===== config.mk =====
export PLATFORM = sky130hd
export DESIGN_NAME = lin_break_sync_baud_detect
export DESIGN_NICKNAME = d
export VERILOG_FILES = /design/src/pkg/lin_break_sync_pkg.sv /design/src/rtl/sample_tick_gen.sv /design/src/rtl/lin_break_sync_baud_detect.sv
export VERILOG_INCLUDE_DIRS = /design/src /design/src/pkg
export SDC_FILE = /design/constraint.sdc
export NUM_CORES = 1
export LEC_CHECK = 0
export BUFFER_PORTS_ARGS = -buffer_cell sky130_fd_sc_hd__clkbuf_2
export CAP_MARGIN = 5
export CORE_MARGIN = 4
export CORE_UTILIZATION = 28
export CTS_BUF_LIST = sky130_fd_sc_hd__clkbuf_4
export DETAILED_ROUTE_END_ITERATION = 10
export GPL_ROUTABILITY_DRIVEN = 0
export PLACE_DENSITY = 0.53
export SYNTH_ARGS = -nofsm -noshare
export SYNTH_HDL_FRONTEND = slang
export SYNTH_SLANG_ARGS = --single-unit

===== constraint.sdc =====
create_clock -name clk_i -period 13.2 [get_ports clk_i]
set_input_delay 0 -clock clk_i [delete_from_list [all_inputs] [get_ports clk_i]]
set_output_delay 0 -clock clk_i [all_outputs]
set_load 0.005 [all_outputs]

===== src/pkg/lin_break_sync_regs.svh =====
// timing counts and field constants for the break/synch detector
// assumes inclusion by bare name from the package and design files
`ifndef LIN_BREAK_SYNC_REGS_SVH
`define LIN_BREAK_SYNC_REGS_SVH
`define BRK_CNT_MAX 12'hfff
`define BRK_THRESHOLD_BITS 11
`define SAMPLE_BASE_DIV 8
`define SYNCH_BYTE_VALUE 8'h55
`define SYNCH_LAST_EDGE 5
`define RANGE_SEL_RESET 2'h0
`define RATE_MIN_DIV 2184
`define RATE_MAX_DIV 72
`endif


===== src/pkg/lin_break_sync_pkg.sv =====
// types shared by the break/synch detector and its sample divider
// assumes the _regs header is on the include path
`include "lin_break_sync_regs.svh"
package lin_break_sync_pkg;
  typedef enum logic [4:0] {
    ST_IDLE  = 5'b00001,
    ST_BREAK = 5'b00010,
    ST_DELIM = 5'b00100,
    ST_SYNCH = 5'b01000,
    ST_DONE  = 5'b10000
  } detect_state_e;
  typedef logic [11:0] brk_count_t;
endpackage


===== src/rtl/sample_tick_gen.sv =====
// sample tick generator: clk divided by 8 * 2^range
// assumes range select is stable while detection is enabled
`include "lin_break_sync_regs.svh"
module sample_tick_gen
  import lin_break_sync_pkg::*;
(
  // clock and reset
  input wire logic clk_i,
  input wire logic rst_i,
  // control
  input wire logic run_i,
  input wire logic [1:0] rate_range_select_i,
  // tick out
  output logic tick_o
);
  logic [6:0] div_reg;
  logic [6:0] limit;

  // ------------------------------------------------------------
  // divider
  // ------------------------------------------------------------
  always_comb begin
    // range r slows sampling by 2^r, widening the span [RULE13]
    limit = 7'((`SAMPLE_BASE_DIV << rate_range_select_i) - 1); // [RULE12]
  end

  always_ff @(posedge clk_i or posedge rst_i) begin
    if (rst_i) begin
      div_reg <= 7'h00;
    end else if (!run_i || div_reg == limit) begin
      div_reg <= 7'h00;
    end else begin
      div_reg <= div_reg + 7'h01;
    end
  end

  assign tick_o = run_i && (div_reg == limit);

endmodule // sample_tick_gen


===== src/rtl/lin_break_sync_baud_detect.sv =====
// lin break and synch-field detector with capture timer control
// assumes rx_i is synchronous to clk_i; software clears flags by pulses
// What the document requires
// RULE1: a responding slave sends 2, 4 or 8 data bytes then a checksum
// RULE2: header sending is allowed only in master mode
// RULE3: header is break, then synch byte, then identifier field
// RULE4: master holds the bus dominant at least thirteen bit times
// RULE5: break is not an ordinary byte; master drives it separately
// RULE6: software picks 8-bit variable mode and the rate range first
// RULE7: writing enable to zero then one reinitialises the detector
// RULE8: software clears break, synch-end and synch-error flags at init
// RULE9: software sets timer to falling-edge capture, edge 0, capture 1
// RULE10: with event enable set, every falling edge sets the event flag
// RULE11: break counter saturates at 4095 and then flags an error
// RULE12: sample rate is input clock over eight times two to range
// RULE13: range r detects clock/(2184*2^r) up to clock/(72*2^r)
// RULE14: software should prefer range zero when several ranges fit
// RULE15: first falling edge sets the timer external start enable
// RULE16: second falling edge starts the capture timer in hardware
// RULE17: third falling edge captures the two-bit duration
// RULE18: software may then extend capture to four, six or eight bits
// RULE19: at synch end set synch-end flag and stop the timer
// RULE20: software computes rate and loads prescale and reload values
// RULE21: software drops the frame if no break or synch error
// RULE22: software resynchronises for every header
// RULE23: dominant time of eleven bit times counts as a valid break
// RULE24: synch byte is 55 hex, lsb first, start low, stop high
// RULE25: synch flags are set by hardware, cleared only by software
// RULE26: uneven two-bit edge intervals set the synch-error flag
// RULE27: break low time is counted on sample ticks while enabled
`include "lin_break_sync_regs.svh"
module lin_break_sync_baud_detect
  import lin_break_sync_pkg::*;
#(
  parameter int TIMER_W = 16
) (
  // clock and reset
  input wire logic clk_i,
  input wire logic rst_i,
  // bus receive line and mode
  input wire logic rx_i,
  input wire logic master_mode_i,
  input wire logic header_req_i,
  // configuration
  input wire logic break_detect_enable_i,
  input wire logic [1:0] rate_range_select_i,
  input wire logic timer_ext_event_enable_i,
  input wire logic timer_start_edge_select_i,
  input wire logic [1:0] synch_bits_select_i,
  // flag clears, one-cycle pulses
  input wire logic break_detected_clr_i,
  input wire logic synch_end_clr_i,
  input wire logic synch_error_clr_i,
  input wire logic timer_ext_event_clr_i,
  // status
  output logic break_detected_flag_o,
  output logic synch_end_flag_o,
  output logic synch_error_flag_o,
  output logic timer_ext_event_flag_o,
  output logic timer_ext_start_enable_o,
  output logic timer_run_o,
  output logic [TIMER_W-1:0] timer_capture_value_o,
  output logic capture_valid_o,
  output logic header_break_en_o
);
  detect_state_e state_reg, state_next;
  logic rx_prev_reg;
  logic en_prev_reg;
  logic fall;
  logic reinit;
  logic tick;
  brk_count_t brk_cnt_reg;
  logic [23:0] brk_clocks;
  logic [23:0] brk_limit;
  logic [2:0] edge_cnt_reg;
  logic [TIMER_W-1:0] timer_reg;
  logic [TIMER_W-1:0] last_mark_reg;
  logic [TIMER_W-1:0] interval;
  logic [TIMER_W-1:0] first_int_reg;
  logic [2:0] edges_needed;
  logic brk_ovf;
  logic brk_ok;
  logic set_brk, set_end, set_err;

  // ------------------------------------------------------------
  // edge and enable detection
  // ------------------------------------------------------------
  function automatic logic close_enough(input logic [TIMER_W-1:0] a,
                                        input logic [TIMER_W-1:0] b);
    logic [TIMER_W-1:0] d;
    d = (a > b) ? a - b : b - a;
    // quarter-interval tolerance absorbs sampling jitter
    close_enough = (d <= (b >> 2));
  endfunction

  always_ff @(posedge clk_i or posedge rst_i) begin
    if (rst_i) begin
      rx_prev_reg <= 1'b1;
      en_prev_reg <= 1'b0;
    end else begin
      rx_prev_reg <= rx_i;
      en_prev_reg <= break_detect_enable_i;
    end
  end

  assign fall = rx_prev_reg && !rx_i;
  assign reinit = break_detect_enable_i && !en_prev_reg; // [RULE7]

  sample_tick_gen sample_tick_gen_inst (
    .clk_i(clk_i),
    .rst_i(rst_i),
    .run_i(break_detect_enable_i),
    .rate_range_select_i(rate_range_select_i),
    .tick_o(tick)
  );

  // ------------------------------------------------------------
  // header sequencing
  // ------------------------------------------------------------
  // 2/4/6/8 bits of synch need 2..5 falling edges after the break
  assign edges_needed = 3'(synch_bits_select_i) + 3'h1; // [RULE18]
  assign brk_ovf = (brk_cnt_reg == `BRK_CNT_MAX);
  assign interval = timer_reg - last_mark_reg; // [RULE24]
  // valid break: low for 11 bit times, bit time from synch 2-bit span
  assign brk_clocks = (24'(brk_cnt_reg) * 24'(`SAMPLE_BASE_DIV))
                      << rate_range_select_i;
  assign brk_limit = 24'(interval >> 1) * 24'(`BRK_THRESHOLD_BITS);
  assign brk_ok = !brk_ovf && (brk_clocks >= brk_limit); // [RULE23]

  always_comb begin
    state_next = state_reg;
    case (state_reg)
      ST_IDLE:  if (fall) state_next = ST_BREAK; // [RULE15]
      ST_BREAK: begin
        if (brk_ovf) state_next = ST_DONE; // [RULE11]
        else if (rx_i) state_next = ST_DELIM;
      end
      ST_DELIM: if (fall) state_next = ST_SYNCH; // [RULE3] [RULE16]
      ST_SYNCH: begin
        if (set_err) state_next = ST_DONE;
        else if (fall && edge_cnt_reg + 3'h1 == edges_needed)
          state_next = ST_DONE; // [RULE19]
      end
      ST_DONE:  state_next = ST_DONE;
      default:  state_next = ST_IDLE;
    endcase
    if (!break_detect_enable_i || reinit) state_next = ST_IDLE;
  end

  always_ff @(posedge clk_i or posedge rst_i) begin
    if (rst_i) state_reg <= ST_IDLE;
    else state_reg <= state_next;
  end

  // break length counted in sample ticks, saturating
  always_ff @(posedge clk_i or posedge rst_i) begin
    if (rst_i) begin
      brk_cnt_reg <= '0;
    end else if (state_reg == ST_IDLE) begin
      brk_cnt_reg <= '0;
    end else if (state_reg == ST_BREAK && tick && !brk_ovf) begin
      brk_cnt_reg <= brk_cnt_reg + 12'h001; // [RULE27] [RULE11]
    end
  end

  // ------------------------------------------------------------
  // capture timer
  // ------------------------------------------------------------
  always_ff @(posedge clk_i or posedge rst_i) begin
    if (rst_i) begin
      timer_reg <= '0;
    end else if (state_reg == ST_DELIM) begin
      timer_reg <= '0;
    end else if (state_reg == ST_SYNCH) begin
      timer_reg <= timer_reg + TIMER_W'(1);
    end
  end

  always_ff @(posedge clk_i or posedge rst_i) begin
    if (rst_i) begin
      edge_cnt_reg <= 3'h0;
      last_mark_reg <= '0;
      first_int_reg <= '0;
    end else if (state_reg == ST_DELIM) begin
      edge_cnt_reg <= 3'h0;
      last_mark_reg <= '0;
    end else if (state_reg == ST_SYNCH && fall) begin
      edge_cnt_reg <= edge_cnt_reg + 3'h1;
      last_mark_reg <= timer_reg;
      if (edge_cnt_reg == 3'h0) begin
        first_int_reg <= interval;
      end
    end
  end

  always_ff @(posedge clk_i or posedge rst_i) begin
    if (rst_i) begin
      timer_capture_value_o <= '0;
      capture_valid_o <= 1'b0;
    end else if (reinit) begin
      capture_valid_o <= 1'b0;
    end else if (state_reg == ST_SYNCH && fall) begin
      timer_capture_value_o <= timer_reg; // [RULE17]
      capture_valid_o <= 1'b1;
    end
  end

  assign timer_run_o = (state_reg == ST_SYNCH); // [RULE16] [RULE19]

  always_ff @(posedge clk_i or posedge rst_i) begin
    if (rst_i) begin
      timer_ext_start_enable_o <= 1'b0;
    end else if (state_reg == ST_IDLE && fall && break_detect_enable_i &&
                 !timer_start_edge_select_i) begin
      timer_ext_start_enable_o <= 1'b1; // [RULE15]
    end else if (state_reg == ST_IDLE || state_reg == ST_DONE) begin
      timer_ext_start_enable_o <= 1'b0;
    end
  end

  // ------------------------------------------------------------
  // flags: set wins over software clear
  // ------------------------------------------------------------
  // break valid when low time (ticks*sample) reaches at least 11 bit times
  assign set_brk = state_reg == ST_SYNCH && fall && edge_cnt_reg == 3'h0 &&
                   brk_ok && (brk_cnt_reg != 12'h000); // [RULE23]
  assign set_err = (state_reg == ST_BREAK && brk_ovf) || // [RULE11]
                   (state_reg == ST_SYNCH && fall && edge_cnt_reg != 3'h0 &&
                    !close_enough(interval, first_int_reg)); // [RULE26]
  assign set_end = state_reg == ST_SYNCH && fall && !set_err &&
                   edge_cnt_reg + 3'h1 == edges_needed; // [RULE19]

  always_ff @(posedge clk_i or posedge rst_i) begin
    if (rst_i) begin
      break_detected_flag_o <= 1'b0;
      synch_end_flag_o <= 1'b0;
      synch_error_flag_o <= 1'b0;
    end else begin
      // [RULE25]
      if (set_brk) break_detected_flag_o <= 1'b1;
      else if (break_detected_clr_i) break_detected_flag_o <= 1'b0;
      if (set_end) synch_end_flag_o <= 1'b1;
      else if (synch_end_clr_i) synch_end_flag_o <= 1'b0;
      if (set_err) synch_error_flag_o <= 1'b1;
      else if (synch_error_clr_i) synch_error_flag_o <= 1'b0;
    end
  end

  always_ff @(posedge clk_i or posedge rst_i) begin
    if (rst_i) begin
      timer_ext_event_flag_o <= 1'b0;
    end else if (timer_ext_event_enable_i && fall) begin
      timer_ext_event_flag_o <= 1'b1; // [RULE10]
    end else if (timer_ext_event_clr_i) begin
      timer_ext_event_flag_o <= 1'b0;
    end
  end

  // break drive comes from a dedicated master path, not a byte
  assign header_break_en_o = master_mode_i && header_req_i; // [RULE2] [RULE5]
endmodule // lin_break_sync_baud_detect


-- After elaboration in Yosys (flattened, before gate mapping)
Cells that the tools add are included.
- bits in registers: 99
- bits in latches: 0
- bits in writable memories: 0
- ROM bits: 0
- input port bits: 16
- output and inout port bits: 24
- word-level logic and storage cells: 122
- memories kept: 0
- add/subtract/negate cells: 9
- multiply operators: 1
- divide/modulo/power cells: 0
- $lt $le $gt $ge: 3
- equal/unequal tests: 12
- shift-type cells: 2
- mux-type cells: 30
- bitwise logic cells: 2
- reductions and logical operators: 47
- operators with widths (kind ; count):
    two-way mux 16 bit ; 5
    subtractor 16 bit ; 3
    two-way mux 5 bit ; 7
    case mux 5 bit (5 select lines) ; 1
    >= comparator 24 x 19 -> 1 bit ; 1
    two-way mux 12 bit ; 2
    left shift 15 x 2 -> 24 bit ; 1
    logical AND 1 bit ; 21
    multiplier 15 x 4 -> 19 bit, second input constant ; 1
    nonzero test 2 bit ; 9
    adder 16 x 1 -> 16 bit, second input constant ; 1
    greater-than comparator 16 bit ; 1
    <= comparator 16 x 14 -> 1 bit ; 1
    adder 12 x 1 -> 12 bit, second input constant ; 1
    == test 12 bit, second input constant ; 1
    two-way mux 1 bit ; 12
    nonzero test 12 bit ; 1
    adder 7 x 1 -> 7 bit, second input constant ; 1
    == test 7 bit ; 1
    zero test 1 bit ; 7
    two-way mux 7 bit ; 1
    left shift 4 x 2 -> 7 bit, first input constant ; 1
    subtractor 7 x 2 -> 7 bit, second input constant ; 1
    two-way mux 3 bit ; 2
    other kinds (18) ; 23

-- Longest topological paths before layout
- word-level depth: 11
- depth in mapped cells: 36
- gate-level depth less buffers: 33

-- Cells and area by module
From an unflattened synthesis, not the netlist that was laid out.
- cell total of the unflattened synthesis: 1044
- area total of the unflattened synthesis: 8939.8 um2
- by module, submodules not included (module ; instances ; cells an instance ; area each (um2) ; seq. area each (um2)):
    lin_break_sync_baud_detect ; 1 ; 1002 ; 8513.2 ; 2304.7
    sample_tick_gen ; 1 ; 42 ; 426.7 ; 175.2

-- Worst setup path after synthesis
Ideal clock, no wire load.
- path type: reg2reg
- start: register timer_reg[0]
- end: register state_reg[4]
- library setup time: 0.126 ns
- data arrival time: 7.019 ns
- data required time: 13.074 ns
- path slack: 6.055 ns
- cell stages (with the launch flop): 35
- buffers on the path: 3
- period minus slack after synthesis: 7.145 ns
- cells stage by stage: dfrtp_1 -> inv_1 -> ha_1 -> inv_1 -> fa_1 -> a211oi_1 -> o21ai_2 -> a31oi_1 -> o21ai_0 -> a211oi_1 -> o21bai_1 -> a21oi_1 -> xor2_1 -> inv_1 -> ha_1 -> clkbuf_1 -> and2_1 -> nand3_1 -> and3_1 -> a21oi_2 -> buf_2 -> buf_2 -> nand2_1 -> o31ai_1 -> o31ai_1 -> xor2_1 -> ha_1 -> nand4_1 -> nor4_1 -> a221o_1 -> or3b_2 -> a21o_1 -> o211ai_1 -> a211oi_2 -> o311a_1
- cells in the longest elaborated chain, start to end: 10
- elaborated cells between the ends (all ways): 14
- those cells by class: add/sub: 3; order compare: 2; eq/ne: 1; mux: 4; reduce/logical: 4
- RTL lines (item ; RTL line ; source):
    start, declared ; lin_break_sync_baud_detect.sv:76 ; logic [TIMER_W-1:0] timer_reg;
    start signal, assigned ; lin_break_sync_baud_detect.sv:175 ; timer_reg <= timer_reg + TIMER_W'(1);
    subtractor 16 bit (*) ; lin_break_sync_baud_detect.sv:123 ; assign interval = timer_reg - last_mark_reg;
    net interval[14] ; lin_break_sync_baud_detect.sv:78 ; logic [TIMER_W-1:0] interval;
    subtractor 16 bit / greater-than comparator 16 bit (equally long branches) ; lin_break_sync_baud_detect.sv:91 ; d = (a > b) ? a - b : b - a;
    two-way mux 16 bit (*) ; lin_break_sync_baud_detect.sv:91 ;
    <= comparator 16 x 14 -> 1 bit (*) ; lin_break_sync_baud_detect.sv:93 ; close_enough = (d <= (b >> 2));
    zero test 1 bit (*) ; lin_break_sync_baud_detect.sv:229 ; !close_enough(interval, first_int_reg));
    logical AND 1 bit (*) ; lin_break_sync_baud_detect.sv:228 ; (state_reg == ST_SYNCH && fall && edge_cnt_reg != 3'h0 &&
    logical OR 1 bit (*) ; lin_break_sync_baud_detect.sv:227 ; assign set_err = (state_reg == ST_BREAK && brk_ovf) ||
    two-way mux 5 bit ; lin_break_sync_baud_detect.sv:140 ; if (set_err) state_next = ST_DONE;
    case mux 5 bit (5 select lines) ; lin_break_sync_baud_detect.sv:132 ; case (state_reg)
    two-way mux 5 bit ; lin_break_sync_baud_detect.sv:147 ; if (!break_detect_enable_i || reinit) state_next = ST_IDLE;
    end signal, assigned ; lin_break_sync_baud_detect.sv:152 ; else state_reg <= state_next;
    end, declared ; lin_break_sync_baud_detect.sv:66 ; detect_state_e state_reg, state_next;
The timed path passes the listed nets; every way through them passes the cells marked *.
A chain may end at the register's enable or synchronous reset.

-- Final worst setup path
- start: register timer_reg[0]
- end: register synch_end_flag_o
- cells in the longest elaborated chain, start to end: 11
- elaborated cells between the ends (all ways): 14
- those cells by class: add/sub: 3; order compare: 2; mux: 2; reduce/logical: 7
- RTL lines (item ; RTL line ; source):
    subtractor 16 bit (*) ; lin_break_sync_baud_detect.sv:123 ;
    net interval[14] ; lin_break_sync_baud_detect.sv:78 ;
    subtractor 16 bit / greater-than comparator 16 bit (equally long branches) ; lin_break_sync_baud_detect.sv:91 ;
    two-way mux 16 bit (*) ; lin_break_sync_baud_detect.sv:91 ;
    <= comparator 16 x 14 -> 1 bit (*) ; lin_break_sync_baud_detect.sv:93 ;
    zero test 1 bit (*) ; lin_break_sync_baud_detect.sv:229 ;
    logical AND 1 bit (*) ; lin_break_sync_baud_detect.sv:228 ;
    logical OR 1 bit (*) ; lin_break_sync_baud_detect.sv:227 ;
    zero test 1 bit (*) ; lin_break_sync_baud_detect.sv:230 ; assign set_end = state_reg == ST_SYNCH && fall && !set_err &&
    logical AND 1 bit (*) (2 in series) ; lin_break_sync_baud_detect.sv:230 ;
    two-way mux 1 bit / nonzero test 2 bit (equally long branches) ; - ;
    end signal, assigned ; lin_break_sync_baud_detect.sv:236 ; synch_end_flag_o <= 1'b0;
    end signal, assigned ; lin_break_sync_baud_detect.sv:242 ; if (set_end) synch_end_flag_o <= 1'b1;
    end signal, assigned ; lin_break_sync_baud_detect.sv:243 ; else if (synch_end_clr_i) synch_end_flag_o <= 1'b0;
    end, declared ; lin_break_sync_baud_detect.sv:57 ; output logic synch_end_flag_o,
Marked as above.

==> metrics.md <==
| Metric | Value |
|---|---|
| Status | `finished, final reports clean` |
| Period utilization | `around 67%` |
| First-pass GRT wire length | `35,900 microns` |
| Clock Tree Buf Depth | `2` |
| Worst R2R Setup Slack | `4.33 ns` |
| WS Path Type | `reg -> reg` |
| Worst setup SP type | `register` |
| Final TNS setup | `0 ns` |
| Slowest-stage cell, CP | `dlygate4sd3_1` |
| P per Cell Area | `53.3 nW/um^2` |
| Root buf cell | `clkbuf_4` |
| CTS tree | `yes` |
| Largest net degree at the start of global routing | `59` |
| RSZ-0062 raised after global routing | `false` |
| Core ar. | `31,700 sq um` |
| Fillers | `between 3,000 and 4,000` |
| Register area share after synthesis | `27.4%` |
| Core Rows | `65` |
| Final hold violation count | `0` |
| Post-CTS Setup Inserts | `0` |
| Synth-to-Final Area Change | `9.08%` |
| Iter 0 DRT Violations | `357` |
| Critical Path AT | `9.26 ns` |
| FMAX | `113 MHz` |
| Post-synth top flop | `dfrtp_1` |
| Crit end category | `register` |
| CP peak stage delay | `0.56 ns` |
| Worst Clk Skew | `0.0284 ns` |
| Via count | `7,380` |
| Routed WL per cell | `around 14 microns` |
| CTS Buf Count | `9` |
| # IOs | `40` |
| Max_slew headroom | `about 29%` |
| Critical Path Fanout Max | `20` |
| Syn Area/Cell | `8.49 sq um` |
| Static leakage | `about 0.0048 uW` |
| Initial DRT Pass Iterations | `5` |
| PortBufs | `39` |
| # hold bufs at CTS | `10` |
| Syn nets | `between 1,000 and 1,500` |
| ANT nets after route | `0` |
| Congestion Overflow GR | `0` |
| Final Setup Violations | `0` |
| Hold crit path type | `in -> reg` |
| Dpl hpwl | `17,100 microns` |
| Clk_lat worst skew | `0.50 ns` |
| Layout Nets | `1,237` |
| Drt drc | `0` |
| CTS resizes | `0` |
| Netlist cell types | `71` |
| Worst-margin pin slew | `about 1.1 ns` |
| CP required | `13.59 ns` |
| Tmin final | `8.87 ns` |
| Die H | `between 150 and 200 microns` |
| Die Width | `188 microns` |
| Proportion of layout cells with a drive suffix above 1 | `8.56%` |
| Warnings from Yosys | `0` |
| Synthesized area | `9050 sq um` |
| Total wire length | `~22,000 microns` |
| Async SR Flop Fraction | `between 90% and 100%` |
| Global Route Usage Sum | `12.2%` |
| CTS sink count | `99` |
| VDD IR max | `0.0467 mV` |
| Routed vias/inst | `4.92` |
| Synth Instances | `1,067` |
| WHS | `0.121 ns` |
| Slew Limit Fails | `0` |
| H-tree depth | `3` |
| Max cap viols | `0` |
| Die area | `about 35,000 sq um` |
| Clock slew at reported path FFs | `0.16 ns` |
| Antenna violations before repair | `1` |
| Initial core utilization | `28.5%` |
| Vias in the first global route | `roughly 7,000` |
| Post-synth EDFFs | `0` |
| Yosys reg bits | `99` |
[path summary, 6_finish.rpt]
path / start / to / cells past startpoint
hold reg to reg: sample_tick_gen_inst.div_reg[0]$_DFF_PP0_ / sample_tick_gen_inst.div_reg[0]$_DFF_PP0_ / 1
setup reg to reg: timer_reg[0]$_DFFE_PP0P_ / synch_end_flag_o$_DFFE_PP0P_ / 33
setup / recovery: timer_reg[0]$_DFFE_PP0P_ / synch_end_flag_o$_DFFE_PP0P_ / 33
min in group asynchronous: rst_i / brk_cnt_reg[10]$_DFFE_PP0P_ / 3
hold / removal: synch_bits_select_i[0] / state_reg[3]$_DFFE_PP0P_ / 5
max in group asynchronous: rst_i / first_int_reg[8]$_DFFE_PP0P_ / 4
[through the flow]
stage | total power [uW] | cells | area [sq um] | setup WS, ns | utilization (%)
global placement | 346 | 1474 | 9620 | 5.26 | 30.3
CTS | 536 | 1500 | 9870 | 4.37 | 31.1
global route | 551 | 1501 | 9880 | 3.65 | 31.1
detailed placement | 346 | 1474 | 9620 | 4.94 | 30.3
finish | 526 | 1501 | 9880 | 4.33 | 31.1
floorplan | 335 | 1067 | 9050 | 6.06 | -
[cells in the mapped netlist (all sizes together) (19+ instances only)]
library cell | number | share of area, %
inv | 127 | 5.3
ha | 113 | 16
dfrtp | 97 | 27
nand2 | 90 | 3.7
nor2 | 72 | 3.0
o21ai | 72 | 4.0
a21oi | 63 | 3.5
xnor2 | 37 | 3.6
xor2 | 36 | 3.5
nand3 | 30 | 1.7
clkbuf | 25 | 1.0
mux2i | 25 | 2.8
o31ai | 22 | 1.8
nand2b | 21 | 1.5
mux2 | 19 | 2.4
nor3 | 19 | 1.1
[power by group]
part           total (uW)  internal [uW]  switching, uW
Combinational        35.1           13.5           21.6
Sequential            307            305           1.42
Clock                 184           61.5            122
[worst max-delay path: cells and delay by family, from the launching register on]
kind	cells	cell delay (ns)
AO/OA/AOI/OAI	15	3.50
adder cells (fa/ha/maj)	4	1.34
AND/OR/NAND/NOR	6	1.26
buffers and inverters	5	1.25
XOR/XNOR	2	0.57
flip-flops	1	0.46
multiplexers	1	0.39
[logic make-up after synthesis]
family / share of synthesized area (%)
flops: 27.4
xor+xnor: 7.06
simple gates: 16.7
mux: 5.38
fa+ha+maj: 18.9
buf+inv: 7.19
compound gates: 17.4
[routing by layer]
metal,up-vias,GRT usage (%),wire length (microns)
met4,0,3.13,388
met5,-,0,0
met3,27,1.58,604
met1,3477,17.4,10900
li1,3752,-,-
met2,124,19.6,9760
[placed cells by master (no fill, tap or decap), drive strengths merged, types with 21 or more instances in the layout]
cell	synthesis	layout
dfrtp	97	97
nand2	90	90
o21ai	72	72
nand3	30	30
inv	127	130
a21oi	63	63
nand2b	21	21
xor2	36	36
ha	113	113
nor2	72	72
xnor2	37	37
mux2i	25	25
o31ai	22	22
clkbuf	25	48
[layout make-up]
| cell class | instances | area [sq um] | share of cell area [%] |
|---|---|---|---|
| Clock inverter | 7 | 83.8 | 0.849 |
| Clock buffer | 9 | 67.6 | 0.684 |
| Sequential cell | 99 | 2480 | 25.1 |
| Timing Repair Buffer | 54 | 333 | 3.37 |
| Tap cell | 402 | 503 | 5.09 |
| Multi-Input combinational cell | 801 | 5920 | 60.0 |
| Inverter | 128 | 483 | 4.89 |
| Antenna cell | 1 | 2.50 | 0.0253 |
Note: power is estimated with default switching activity, not from simulation.
